--- config.mk ---
export PLATFORM = sky130hd
export DESIGN_NAME = olm_exec
export DESIGN_NICKNAME = d
export VERILOG_FILES = /design/src/olm_pkg.sv /design/src/olm_addr_if.sv /design/src/olm_addr_resolve.sv /design/src/olm_exec.sv
export SDC_FILE = /design/constraint.sdc
export NUM_CORES = 1
export LEC_CHECK = 0
export BUFFER_PORTS_ARGS = -buffer_cell sky130_fd_sc_hd__buf_2
export CAP_MARGIN = 20
export CORE_MARGIN = 2
export CORE_UTILIZATION = 25
export CTS_CLUSTER_DIAMETER = 50
export DETAILED_ROUTE_END_ITERATION = 10
export GPL_TIMING_DRIVEN = 0
export SLEW_MARGIN = 20
export SYNTH_ARGS = -nofsm -noshare
export SYNTH_HDL_FRONTEND = slang
export SYNTH_SLANG_ARGS = --single-unit
--- constraint.sdc ---
create_clock -name clk_sys -period 3 [get_ports clk_sys]
set_input_delay 0.6 -clock clk_sys [delete_from_list [all_inputs] [get_ports clk_sys]]
set_output_delay 0.6 -clock clk_sys [all_outputs]
set_load 0.005 [all_outputs]
--- src/olm_pkg.sv ---
// Shared constants and types for the OR / load / move execute group.
// Assumes a core that runs one instruction cycle as four system clocks.
package olm_pkg;

	// Instruction cycle phases, one clock each
	typedef enum logic [3:0] {
		PH_Q1 = 4'h1,
		PH_Q2 = 4'h2,
		PH_Q3 = 4'h4,
		PH_Q4 = 4'h8
	} olm_phase_t;

	// Operation held for the current instruction
	typedef enum logic [5:0] {
		OP_NONE = 6'h01,
		OP_OR_LIT = 6'h02,
		OP_OR_FILE = 6'h04,
		OP_COPY_DEST = 6'h08,
		OP_LOAD_PTR = 6'h10,
		OP_FILE_TO_FILE = 6'h20
	} olm_op_t;

	// Opcode fields
	localparam logic [7:0] OPC_OR_LIT = 8'h09;       // Bits 15:8
	localparam logic [5:0] OPC_OR_FILE = 6'h04;      // Bits 15:10
	localparam logic [5:0] OPC_COPY_DEST = 6'h14;    // Bits 15:10
	localparam logic [9:0] OPC_LOAD_PTR = 10'h3b8;   // Bits 15:6
	localparam logic [3:0] OPC_FILE_TO_FILE = 4'hc;  // Bits 15:12
	localparam logic [3:0] OPC_SECOND_WORD = 4'hf;   // Bits 15:12
	localparam int D_BIT = 9;
	localparam int A_BIT = 8;
	localparam logic DEST_ACC = 1'b0;
	localparam logic ACCESS_BANK = 1'b0;

	// Address map
	localparam logic [7:0] ACCESS_SPLIT = 8'h80;
	localparam logic [3:0] ACCESS_HIGH_BANK = 4'hf;
	localparam logic [7:0] INDEXED_LIMIT = 8'h5f;
	localparam logic [11:0] ACC_ADDR = 12'hfe8;
	localparam logic [11:0] PC_LOW_ADDR = 12'hff9;
	localparam logic [11:0] STACK_TOP_LOW_ADDR = 12'hffd;
	localparam logic [11:0] STACK_TOP_HIGH_ADDR = 12'hffe;
	localparam logic [11:0] STACK_TOP_UPPER_ADDR = 12'hfff;

	// Pointers and reset values
	localparam int NUM_PTR = 3;
	localparam int INDEX_PTR = 2;
	localparam logic [7:0] ACC_RST = 8'h00;
	localparam logic [11:0] PTR_RST = 12'h000;
	localparam logic [11:0] ADDR_RST = 12'h000;

endpackage

--- src/olm_addr_if.sv ---
// Signals between the executer and its file address resolver.
// Purely combinational; no clock travels on it.
`timescale 1ns/100ps
`default_nettype none
interface olm_addr_if;
	logic [7:0] fileAddr;
	logic accessBit;
	logic [3:0] bankSel;
	logic extEnable;
	logic [11:0] indexBase;
	logic [11:0] dataAddr;
	logic indexed;
	modport requester(output fileAddr, output accessBit, output bankSel, output extEnable,
		output indexBase, input dataAddr, input indexed);
	modport resolver(input fileAddr, input accessBit, input bankSel, input extEnable,
		input indexBase, output dataAddr, output indexed);
endinterface
`default_nettype wire

--- src/olm_addr_resolve.sv ---
// Turns an 8-bit file operand into a 12-bit data space address.
// Assumes the bank select value and pointer base are stable during the cycle.
`timescale 1ns/100ps
`default_nettype none
module olm_addr_resolve (
	// Address request and answer
	olm_addr_if.resolver bus
);

	// Indexed, access bank or selected bank
	always_comb begin
		bus.indexed = bus.extEnable && (bus.accessBit == olm_pkg::ACCESS_BANK) &&
			(bus.fileAddr <= olm_pkg::INDEXED_LIMIT);
		if (bus.indexed) begin
			bus.dataAddr = bus.indexBase + {4'h0, bus.fileAddr}; // Offset from pointer
		end else if (bus.accessBit == olm_pkg::ACCESS_BANK) begin
			bus.dataAddr = (bus.fileAddr < olm_pkg::ACCESS_SPLIT) ? {4'h0, bus.fileAddr} :
				{olm_pkg::ACCESS_HIGH_BANK, bus.fileAddr};
		end else begin
			bus.dataAddr = {bus.bankSel, bus.fileAddr}; // Any byte of the bank
		end
	end

endmodule
`default_nettype wire

--- src/olm_exec.sv ---
// Execute unit for OR-literal, OR-file, load-pointer, copy-file and file-to-file.
// Assumes one instruction cycle of four clocks and a data memory that answers
// a read combinationally in the clock its read enable is high.
`timescale 1ns/100ps
`default_nettype none
module olm_exec (
	// Clock and reset
	input wire logic clk_sys,
	input wire logic rst,
	// Instruction word, taken in phase 1
	input wire logic [15:0] instrWord,
	input wire logic instrValid,
	// Configuration
	input wire logic [3:0] bankSel,
	input wire logic extEnable,
	// Data memory
	output logic [11:0] dmAddr_r,
	output logic dmRdEn_r,
	input wire logic [7:0] dmRdData,
	output logic dmWrEn_r,
	output logic [7:0] dmWrData_r,
	// Core state
	output logic [7:0] acc_r,
	output logic flagN_r,
	output logic flagZ_r,
	output logic [olm_pkg::NUM_PTR-1:0][11:0] ptr_r,
	// Status
	output logic instrDone_r,
	output logic badOpcode_r,
	output logic destRefused_r,
	output logic secondWord_r
);

	olm_pkg::olm_phase_t phase_r;
	olm_pkg::olm_op_t op_r;
	logic [15:0] instr_r;
	logic [15:0] instr2_r;
	logic pend_r;
	logic [7:0] hold_r;
	logic [7:0] resultByte;
	logic firstWord;
	logic byteOp;
	logic destForbidden;
	logic [1:0] ptrIdx;
	olm_addr_if addrBus();

	// File address resolution
	assign addrBus.fileAddr = instr_r[7:0];
	assign addrBus.accessBit = instr_r[olm_pkg::A_BIT];
	assign addrBus.bankSel = bankSel;
	assign addrBus.extEnable = extEnable;
	assign addrBus.indexBase = ptr_r[olm_pkg::INDEX_PTR];
	olm_addr_resolve u_resolve (
		.bus(addrBus)
	);

	// Decode helpers
	assign firstWord = !pend_r && !secondWord_r;
	assign byteOp = (op_r == olm_pkg::OP_OR_FILE) || (op_r == olm_pkg::OP_COPY_DEST);
	assign ptrIdx = instr_r[5:4];
	assign destForbidden = (instr2_r[11:0] == olm_pkg::PC_LOW_ADDR) ||
		(instr2_r[11:0] == olm_pkg::STACK_TOP_LOW_ADDR) ||
		(instr2_r[11:0] == olm_pkg::STACK_TOP_HIGH_ADDR) ||
		(instr2_r[11:0] == olm_pkg::STACK_TOP_UPPER_ADDR);

	// Result of the byte operations
	always_comb begin
		unique case (op_r)
			olm_pkg::OP_OR_LIT: resultByte = acc_r | instr_r[7:0];
			olm_pkg::OP_OR_FILE: resultByte = acc_r | hold_r;
			default: resultByte = hold_r;
		endcase
	end

	// Phase sequencer
	always_ff @(posedge clk_sys) begin
		if (rst) begin
			phase_r <= olm_pkg::PH_Q1;
		end else begin
			unique case (phase_r)
				olm_pkg::PH_Q1: phase_r <= olm_pkg::PH_Q2;
				olm_pkg::PH_Q2: phase_r <= olm_pkg::PH_Q3;
				olm_pkg::PH_Q3: phase_r <= olm_pkg::PH_Q4;
				olm_pkg::PH_Q4: phase_r <= olm_pkg::PH_Q1;
				default: phase_r <= olm_pkg::PH_Q1;
			endcase
		end
	end

	// Instruction decode and second-word tracking
	always_ff @(posedge clk_sys) begin
		if (rst) begin
			op_r <= olm_pkg::OP_NONE;
			instr_r <= 16'h0000;
			instr2_r <= 16'h0000;
			pend_r <= 1'b0;
			secondWord_r <= 1'b0;
			badOpcode_r <= 1'b0;
		end else begin
			badOpcode_r <= 1'b0;
			if (phase_r == olm_pkg::PH_Q1) begin
				if (pend_r) begin
					if (instrValid && instrWord[15:12] == olm_pkg::OPC_SECOND_WORD) begin
						instr2_r <= instrWord;
						secondWord_r <= 1'b1;
						pend_r <= 1'b0;
					end else if (instrValid) begin
						op_r <= olm_pkg::OP_NONE;
						badOpcode_r <= 1'b1;
						pend_r <= 1'b0;
					end
				end else begin
					secondWord_r <= 1'b0;
					instr_r <= instrWord;
					if (!instrValid) begin
						op_r <= olm_pkg::OP_NONE;
					end else if (instrWord[15:8] == olm_pkg::OPC_OR_LIT) begin
						op_r <= olm_pkg::OP_OR_LIT;
					end else if (instrWord[15:10] == olm_pkg::OPC_OR_FILE) begin
						op_r <= olm_pkg::OP_OR_FILE;
					end else if (instrWord[15:10] == olm_pkg::OPC_COPY_DEST) begin
						op_r <= olm_pkg::OP_COPY_DEST;
					end else if (instrWord[15:6] == olm_pkg::OPC_LOAD_PTR &&
						instrWord[5:4] != 2'h3) begin
						op_r <= olm_pkg::OP_LOAD_PTR;
					end else if (instrWord[15:12] == olm_pkg::OPC_FILE_TO_FILE) begin
						op_r <= olm_pkg::OP_FILE_TO_FILE;
					end else begin
						op_r <= olm_pkg::OP_NONE;
						badOpcode_r <= 1'b1;
					end
				end
			end else if (phase_r == olm_pkg::PH_Q4 && firstWord &&
				(op_r == olm_pkg::OP_LOAD_PTR || op_r == olm_pkg::OP_FILE_TO_FILE)) begin
				pend_r <= 1'b1; // Two-word forms wait for their second word
			end
		end
	end

	// Data memory reads and writes
	always_ff @(posedge clk_sys) begin
		if (rst) begin
			dmAddr_r <= olm_pkg::ADDR_RST;
			dmRdEn_r <= 1'b0;
			dmWrEn_r <= 1'b0;
			dmWrData_r <= 8'h00;
			destRefused_r <= 1'b0;
		end else begin
			dmRdEn_r <= 1'b0;
			dmWrEn_r <= 1'b0;
			destRefused_r <= 1'b0;
			if (phase_r == olm_pkg::PH_Q2 && firstWord) begin
				if (byteOp) begin
					dmAddr_r <= addrBus.dataAddr;
					dmRdEn_r <= 1'b1;
				end else if (op_r == olm_pkg::OP_FILE_TO_FILE &&
					instr_r[11:0] != olm_pkg::ACC_ADDR) begin
					dmAddr_r <= instr_r[11:0];
					dmRdEn_r <= 1'b1;
				end
			end
			if (phase_r == olm_pkg::PH_Q4) begin
				if (byteOp && firstWord && instr_r[olm_pkg::D_BIT] != olm_pkg::DEST_ACC) begin
					dmAddr_r <= addrBus.dataAddr; // Write back to the file
					dmWrEn_r <= 1'b1;
					dmWrData_r <= resultByte;
				end else if (op_r == olm_pkg::OP_FILE_TO_FILE && secondWord_r &&
					instr2_r[11:0] != olm_pkg::ACC_ADDR) begin
					if (destForbidden) begin
						destRefused_r <= 1'b1;
					end else begin
						dmAddr_r <= instr2_r[11:0]; // Last phase write, no read
						dmWrEn_r <= 1'b1;
						dmWrData_r <= hold_r;
					end
				end
			end
		end
	end

	// Operand capture in phase 3
	always_ff @(posedge clk_sys) begin
		if (rst) begin
			hold_r <= 8'h00;
		end else if (phase_r == olm_pkg::PH_Q3 && firstWord) begin
			if (op_r == olm_pkg::OP_FILE_TO_FILE && instr_r[11:0] == olm_pkg::ACC_ADDR) begin
				hold_r <= acc_r; // Accumulator as source
			end else if (byteOp || op_r == olm_pkg::OP_FILE_TO_FILE) begin
				hold_r <= dmRdData;
			end
		end
	end

	// Accumulator and flags
	always_ff @(posedge clk_sys) begin
		if (rst) begin
			acc_r <= olm_pkg::ACC_RST;
			flagN_r <= 1'b0;
			flagZ_r <= 1'b0;
		end else if (phase_r == olm_pkg::PH_Q4) begin
			if (firstWord && (op_r == olm_pkg::OP_OR_LIT || byteOp)) begin
				flagN_r <= resultByte[7];
				flagZ_r <= (resultByte == 8'h00);
				if (op_r == olm_pkg::OP_OR_LIT || instr_r[olm_pkg::D_BIT] == olm_pkg::DEST_ACC) begin
					acc_r <= resultByte;
				end
			end else if (op_r == olm_pkg::OP_FILE_TO_FILE && secondWord_r &&
				instr2_r[11:0] == olm_pkg::ACC_ADDR) begin
				acc_r <= hold_r; // Accumulator as destination
			end
		end
	end

	// Indirect pointers
	always_ff @(posedge clk_sys) begin
		if (rst) begin
			ptr_r <= {olm_pkg::NUM_PTR{olm_pkg::PTR_RST}};
		end else if (phase_r == olm_pkg::PH_Q4 && op_r == olm_pkg::OP_LOAD_PTR) begin
			if (firstWord) begin
				ptr_r[ptrIdx][11:8] <= instr_r[3:0];
			end else if (secondWord_r) begin
				ptr_r[ptrIdx][7:0] <= instr2_r[7:0];
			end
		end
	end

	// Completion pulse after the last cycle of an instruction
	always_ff @(posedge clk_sys) begin
		if (rst) begin
			instrDone_r <= 1'b0;
		end else begin
			instrDone_r <= (phase_r == olm_pkg::PH_Q4) &&
				((firstWord && (op_r == olm_pkg::OP_OR_LIT || byteOp)) ||
				(secondWord_r && op_r != olm_pkg::OP_NONE));
		end
	end
endmodule
`default_nettype wire

## After elaboration in Yosys (flattened, before gate mapping)

Cells that the tools add are included.

- Logic and storage cells: 174
- Output and inout bits: 72
- Register bits after elaboration: 115

- Mux-type cells: 59
- Equality and inequality tests: 30
- $add $sub $neg: 1
- Bitwise gates (word level): 9
- Reduce and logical (&&, ||, !) cells: 51
- Order comparisons: 4

Operator list:

| cell | count |
|---|---|
| $mux 12 | 11 |
| $bwmux 36 | 2 |
| $eq 12x12->1 const B | 6 |
| $mux 36 | 2 |
| $mux 8 | 9 |
| $mux 6 | 9 |
| $demux 12 s2 | 2 |
| $ne 12x12->1 const B | 2 |
| $mux 1 | 22 |
| $logic_and 1x1->1 | 21 |
| $or 8x8->8 | 2 |
| $pmux 8 s2 | 1 |
| $add 12x8->12 | 1 |
| $eq 4x4->1 const B | 3 |
| $eq 6x3->1 const B | 2 |
| $eq 6x5->1 const B | 2 |
| $pmux 4 s3 | 1 |
| $reduce_and 3->1 | 4 |
| $eq 10x10->1 const B | 1 |
| $reduce_and 2->1 | 5 |
| $reduce_bool 2->1 | 5 |
| $logic_or 1x1->1 | 9 |
| $eq 8x4->1 const B | 1 |
| $le 8x7->1 const B | 1 |
| other kinds (17) | 30 |

## Logic depth before layout (Yosys ltp)

- Depth after elaboration: 10
- Depth in mapped cells: 10

## Cells and area by module

Synthesis repeated with hierarchy kept, for this count alone.

- Cell total of the unflattened synthesis: 668
- Area total of the unflattened synthesis: 5839.4 um^2

By module, submodules not included:

| module | cells each | sequential area each (um^2) | instances | area each (um^2) |
|---|---|---|---|---|
| olm_exec | 575 | 2302.2 | 1 | 5223.8 |
| olm_addr_resolve | 93 | 0.0 | 1 | 615.6 |

## Worst setup path before layout

OpenSTA, ideal clock, no wires.

- Path type: reg-to-reg
- Start: reg op_r[4]
- End: reg acc_r[2]
- Stages on the path, launching flop included: 9
- Clock period less this slack: 2.377 ns
- Arrival: 2.249 ns
- Buffers on the path: 2
- Required time: 2.872 ns
- Setup slack: 0.623 ns
- Path through: dfxtp_1 or4_4 or2_1 buf_2 a21oi_1 buf_2 mux2_2 mux2i_1 nor2_1

- Longest elaborated chain between the ends: 6

Ends and longest elaborated chain:

| item | RTL line | RTL |
|---|---|---|
| start: declaration | olm_exec.sv:35 | `olm_pkg::olm_op_t op_r;` |
| start signal: assignment | olm_exec.sv:93 | `op_r <= olm_pkg::OP_NONE;` |
| start signal: assignment | olm_exec.sv:108 | `op_r <= olm_pkg::OP_NONE;` |
| start signal: assignment | olm_exec.sv:116 | `op_r <= olm_pkg::OP_NONE;` |
| $eq 6x3->1 or $eq 6x4->1 (tied branches) | olm_exec.sv:59, olm_exec.sv:68 |  |
| $logic_or 1x1->1 | olm_exec.sv:59 | `assign byteOp = (op_r == olm_pkg::OP_OR_FILE) \|\| (op_r == olm_pkg::OP_COPY_DEST);` |
| $logic_or 1x1->1 | olm_exec.sv:201 | `if (firstWord && (op_r == olm_pkg::OP_OR_LIT \|\| byteOp)) begin` |
| $logic_and 1x1->1 | olm_exec.sv:201 |  |
| $ne 2x1->1 (no line) or $reduce_bool 2->1 (tied branches) | - |  |
| $reduce_and 3->1 (no line) | - |  |
| end signal: assignment | olm_exec.sv:197 | `acc_r <= olm_pkg::ACC_RST;` |
| end signal: assignment | olm_exec.sv:205 | `acc_r <= resultByte;` |
| end signal: assignment | olm_exec.sv:209 | `acc_r <= hold_r;` |
| end: declaration | olm_exec.sv:23 | `output logic [7:0] acc_r,` |

Parallel ways exist; a longest one is shown, timed or not. The select of a mux whose other input is x is not followed.
A chain may end at the register's enable or synchronous reset.

## Worst setup path after layout

- Start: reg instr_r[1]
- End: reg dmAddr_r[10]

- Longest elaborated chain between the ends: 10

Ends and longest elaborated chain:

| item | RTL line | RTL |
|---|---|---|
| start: declaration | olm_exec.sv:36 | `logic [15:0] instr_r;` |
| start signal: assignment | olm_exec.sv:114 | `instr_r <= instrWord;` |
| $lt 8x8->1 | olm_addr_resolve.sv:17 | `bus.dataAddr = (bus.fileAddr < olm_pkg::ACCESS_SPLIT) ? {4'h0, bus.fileAddr} :` |
| $mux 12 | olm_addr_resolve.sv:17 |  |
| $mux 12 | olm_addr_resolve.sv:16 | `end else if (bus.accessBit == olm_pkg::ACCESS_BANK) begin` |
| $mux 12 | olm_addr_resolve.sv:14 | `if (bus.indexed) begin` |
| $mux 12 | olm_exec.sv:153 | `if (byteOp) begin` |
| $mux 12 | olm_exec.sv:152 | `if (phase_r == olm_pkg::PH_Q2 && firstWord) begin` |
| $mux 12 | olm_exec.sv:169 | `if (destForbidden) begin` |
| $mux 12 | olm_exec.sv:167 | `end else if (op_r == olm_pkg::OP_FILE_TO_FILE && secondWord_r &&` |
| $mux 12 | olm_exec.sv:163 | `if (byteOp && firstWord && instr_r[olm_pkg::D_BIT] != olm_pkg::DEST_ACC) begin` |
| $mux 12 (*) | olm_exec.sv:162 | `if (phase_r == olm_pkg::PH_Q4) begin` |
| end signal: assignment | olm_exec.sv:158 | `dmAddr_r <= instr_r[11:0];` |
| end signal: assignment | olm_exec.sv:164 | `dmAddr_r <= addrBus.dataAddr;` |
| end signal: assignment | olm_exec.sv:172 | `dmAddr_r <= instr2_r[11:0];` |
| end: declaration | olm_exec.sv:17 | `output logic [11:0] dmAddr_r,` |

Mark *: on every way between the ends. The rest lies on a longest branch, timed or not.

==> metrics.csv <==
stage,metric,value,unit
floorplanning,core box area,24200,sq um
yosys,#FFs+latches synth,115,
setup_path,Crit path depth,8,
floorplanning,die height,161,um
sta,final count of hold timing violations,0,
yosys,"count leader, synth",nor2_1,
floorplanning,Placement Rows,57,
final_layout,ant diodes,0,
power_and_ir_drop,maximum VDD drop,341,uV
sta,RSZ-0062 raised after global routing,false,
routing,via count of the routed design,6033,
clock_tree,CTS H-tree depth,4,
clock_tree,Clock transition at path regs,60,ps
setup_path,worst-path cell chain,"inv_1, fa_1, nor2b_1, o31a_1, o311ai_0, and3_1, or3_1, a211oi_1",
sta,maximum clock rate,0.362,GHz
yosys,sequential share of the synthesized area,0.376,
floorplanning,Initial Util,0.254,
yosys,syn_area_per_cell,8.47,sq um
clock_tree,CTS root buf,clkbuf_16,
clock_tree,hold_buf cts,0,
power_and_ir_drop,P_sw,1.01,mW
setup_path,crit-path leading delay family,simple AND/OR/NAND/NOR gates,
placed_design,global placement routability congestion,0.900,
floorplanning,chip width,161,um
sta,post-route clock period utilization,0.922,
grt,grt ovf,0,
clock_tree,CTS tree,yes,
worst_hold_path,Hold Path Sink,instr_r[3],
power_and_ir_drop,Comb power frac,0.095,
routing,drt total wl,21200,um
power_and_ir_drop,clock power share,0.485,
job,Max Cap Violations,0,
setup_path,worst path required time,3330,ps
routing,1st-pass router iterations,7,
sta,TNS Setup,0,ps
sta,Setup Skew,10.1,ps
clock_tree,Max clock buf depth,2,
clock_tree,postcts setup bufs,0,
power_and_ir_drop,Pint,2.88,mW
power_and_ir_drop,leakage power,3.15,nW
setup_path,r2r endpoint,dmAddr_r[10],
power_and_ir_drop,switching share of power,0.259,
setup_path,slack of the worst reg-to-reg path,230,ps
setup_path,startpoint types,flip-flop,
setup_path,Critical-path top delay cell,dfxtp_1,
yosys,synthesized net count,765,
yosys,Mapped Cells,724,
final_layout,Synth-to-Final Area Change,24.2,%
grt,number of global-route vias before repair,5713,
placed_design,Post-DP HPWL,16000,um
sta,Slew @ Worst Pin,764,ps
setup_path,Worst path max stage delay,650,ps
yosys,"Cell Area, Synth",6130,sq um
setup_path,WP buf/inv,1,
yosys,share of the synthesized area in the top cell type,0.376,
floorplanning,die area,25800,sq um
grt,first-pass GRT wire length,32700,um
grt,pin count of the biggest net entering global routing,17,
routing,1st-iter DRT viols,662,
yosys,"area leader, netlist",dfxtp_1,
yosys,async set-or-reset flop fraction in the synthesized netlist,0,
final_layout,Non-Filler Instances,1182,
status,status,finished clean,
setup_path,Setup Crit Path Kind,reg2reg,
setup_path,R2R depth,8,
yosys,synth top area cells,"dfxtp_1, mux2i_1, nor2_1, a21oi_1, nand2_1",
sta,final setup fails,0,
setup_path,Critical Path AT,3090,ps
sta,Pins Over Slew Limit,0,
power_and_ir_drop,sequential power share,0.420,
clock_tree,TritonCTS Buffers,17,
setup_path,R2R Path Start,instr_r[1],
worst_hold_path,hold path start,instrWord[3],
clock_tree,# clock sinks,115,
grt,GRT Util Overall,0.165,
floorplanning,IO Count,104,
sta,Tmin final,2770,ps
routing,residual DRC count,0,
yosys,top_reg_cell synth,dfxtp_1,
sta,relative slew slack,0.491,
clock_tree,Skew-Pair Late Insertion Delay,410,ps
placed_design,PortBufs,103,
worst_hold_path,Hold Path Depth,3,
setup_path,CP endpoint kind,flip-flop,
routing,via/cell ratio,5.10,
routing,Avg WL per Cell,18.0,um
yosys,YS warnings,0,
routing,antenna-violating nets left,0,
worst_hold_path,Worst Hold Class,in2reg,
power_and_ir_drop,cell area power density,510,nW/um^2
clock_tree,cts repair resizes,0,
final_layout,Final #Nets,887,
placed_design,Inst Count DP,1151,
setup_path,Worst Path Max Fanout,9,
yosys,Commonest cells post-synth,"nor2_1, dfxtp_1, mux2i_1",
grt,initial antenna violation count,0,
yosys,Cell variety after synth,77,
yosys,Post-synth EDFFs,0,
final_layout,layout cells sized above 1,0.218,
[flip-flops by register name, summed over array words and instances, names as in the netlist, 4 cells and up]
signal             cells
instr_r               12
ptr_r                 24
dmWrData_r             8
dmAddr_r              12
addrBus.indexBase     12
instr2_r              12
hold_r                 8
phase_r                4
op_r                   6
acc_r                  8
[logic make-up (layout without fill, tap and decap cells)]
family          after synthesis  after routing  share of synthesized area
buf+inv                      54            188                     0.0394
mux                          73             73                      0.122
xor+xnor                      8              8                     0.0114
simple gates                323            323                      0.268
compound gates              142            142                      0.164
flops                       115            115                      0.376
fa+ha+maj                     9              9                     0.0196
[through the flow]
step	hold slack [ps]	utilization	setup slack (ps)	total power [mW]	instance area (sq um)
after global placement	440	0.292	173	2.02	7050
after CTS	429	0.314	129	3.91	7600
final	437	0.315	234	3.88	7610
after floorplan	448	-	623	1.88	6130
after detailed placement	445	0.292	142	2.02	7050
after global routing	437	0.315	53.8	4.03	7610
[layout make-up]
| class | count | area (sq um) |
|---|---|---|
| fillers | 2584 | 16600 |
| multi-input cells | 555 | 3600 |
| flip-flops and latches | 115 | 2300 |
| repair buffers | 103 | 515 |
| clock buffers | 23 | 468 |
| well taps | 324 | 405 |
| plain buffers | 44 | 204 |
| clock inverters | 8 | 80.1 |
| inverters | 10 | 37.5 |
[worst register-to-register path, stage by stage, from the launching register on]
cell      delay (ps)
dfxtp_1          650
inv_1            160
fa_1             450
nor2b_1          180
o31a_1           280
o311ai_0         210
and3_1           210
or3_1            340
a211oi_1         200
[placed cells by master, fill, tap and decap left out, types with 15 or more instances in the layout]
master,instances
nand2_1,53
o21ai_0,20
buf_2,113
clkbuf_1,33
dfxtp_1,114
or3_1,15
clkbuf_16,17
nor2_1,123
mux2i_1,60
a21oi_1,44
nand3_1,36
[layer usage]
metal,routed length (um),global-route usage,share of wire
met1,9920,0.225,0.47
met2,9340,0.252,0.44
met3,1250,0.0341,0.059
met4,733,0.0737,0.035
met5,0,0,0
[how the worst max path moves through the flow]
stage / slack, ps / to / start
floorplan: 620 / acc_r[2] / op_r[4]
global placement: 170 / dmAddr_r[10] / instr_r[0]
detailed placement: 140 / acc_r[4] / op_r[3]
CTS: 130 / dmAddr_r[10] / instr_r[0]
global route: 50 / dmAddr_r[10] / instr_r[1]
finish: 230 / dmAddr_r[10] / instr_r[1]
[power groups by stage]
| stage | clock network (mW) | registers, mW | logic (mW) |
|---|---|---|---|
| floorplan | 0 | 1.62 | 0.257 |
| global placement | 0 | 1.66 | 0.360 |
| detailed placement | 0 | 1.66 | 0.363 |
| CTS | 1.91 | 1.63 | 0.364 |
| global route | 1.99 | 1.63 | 0.407 |
| finish | 1.88 | 1.63 | 0.368 |
(Power assumes the default switching activity.)
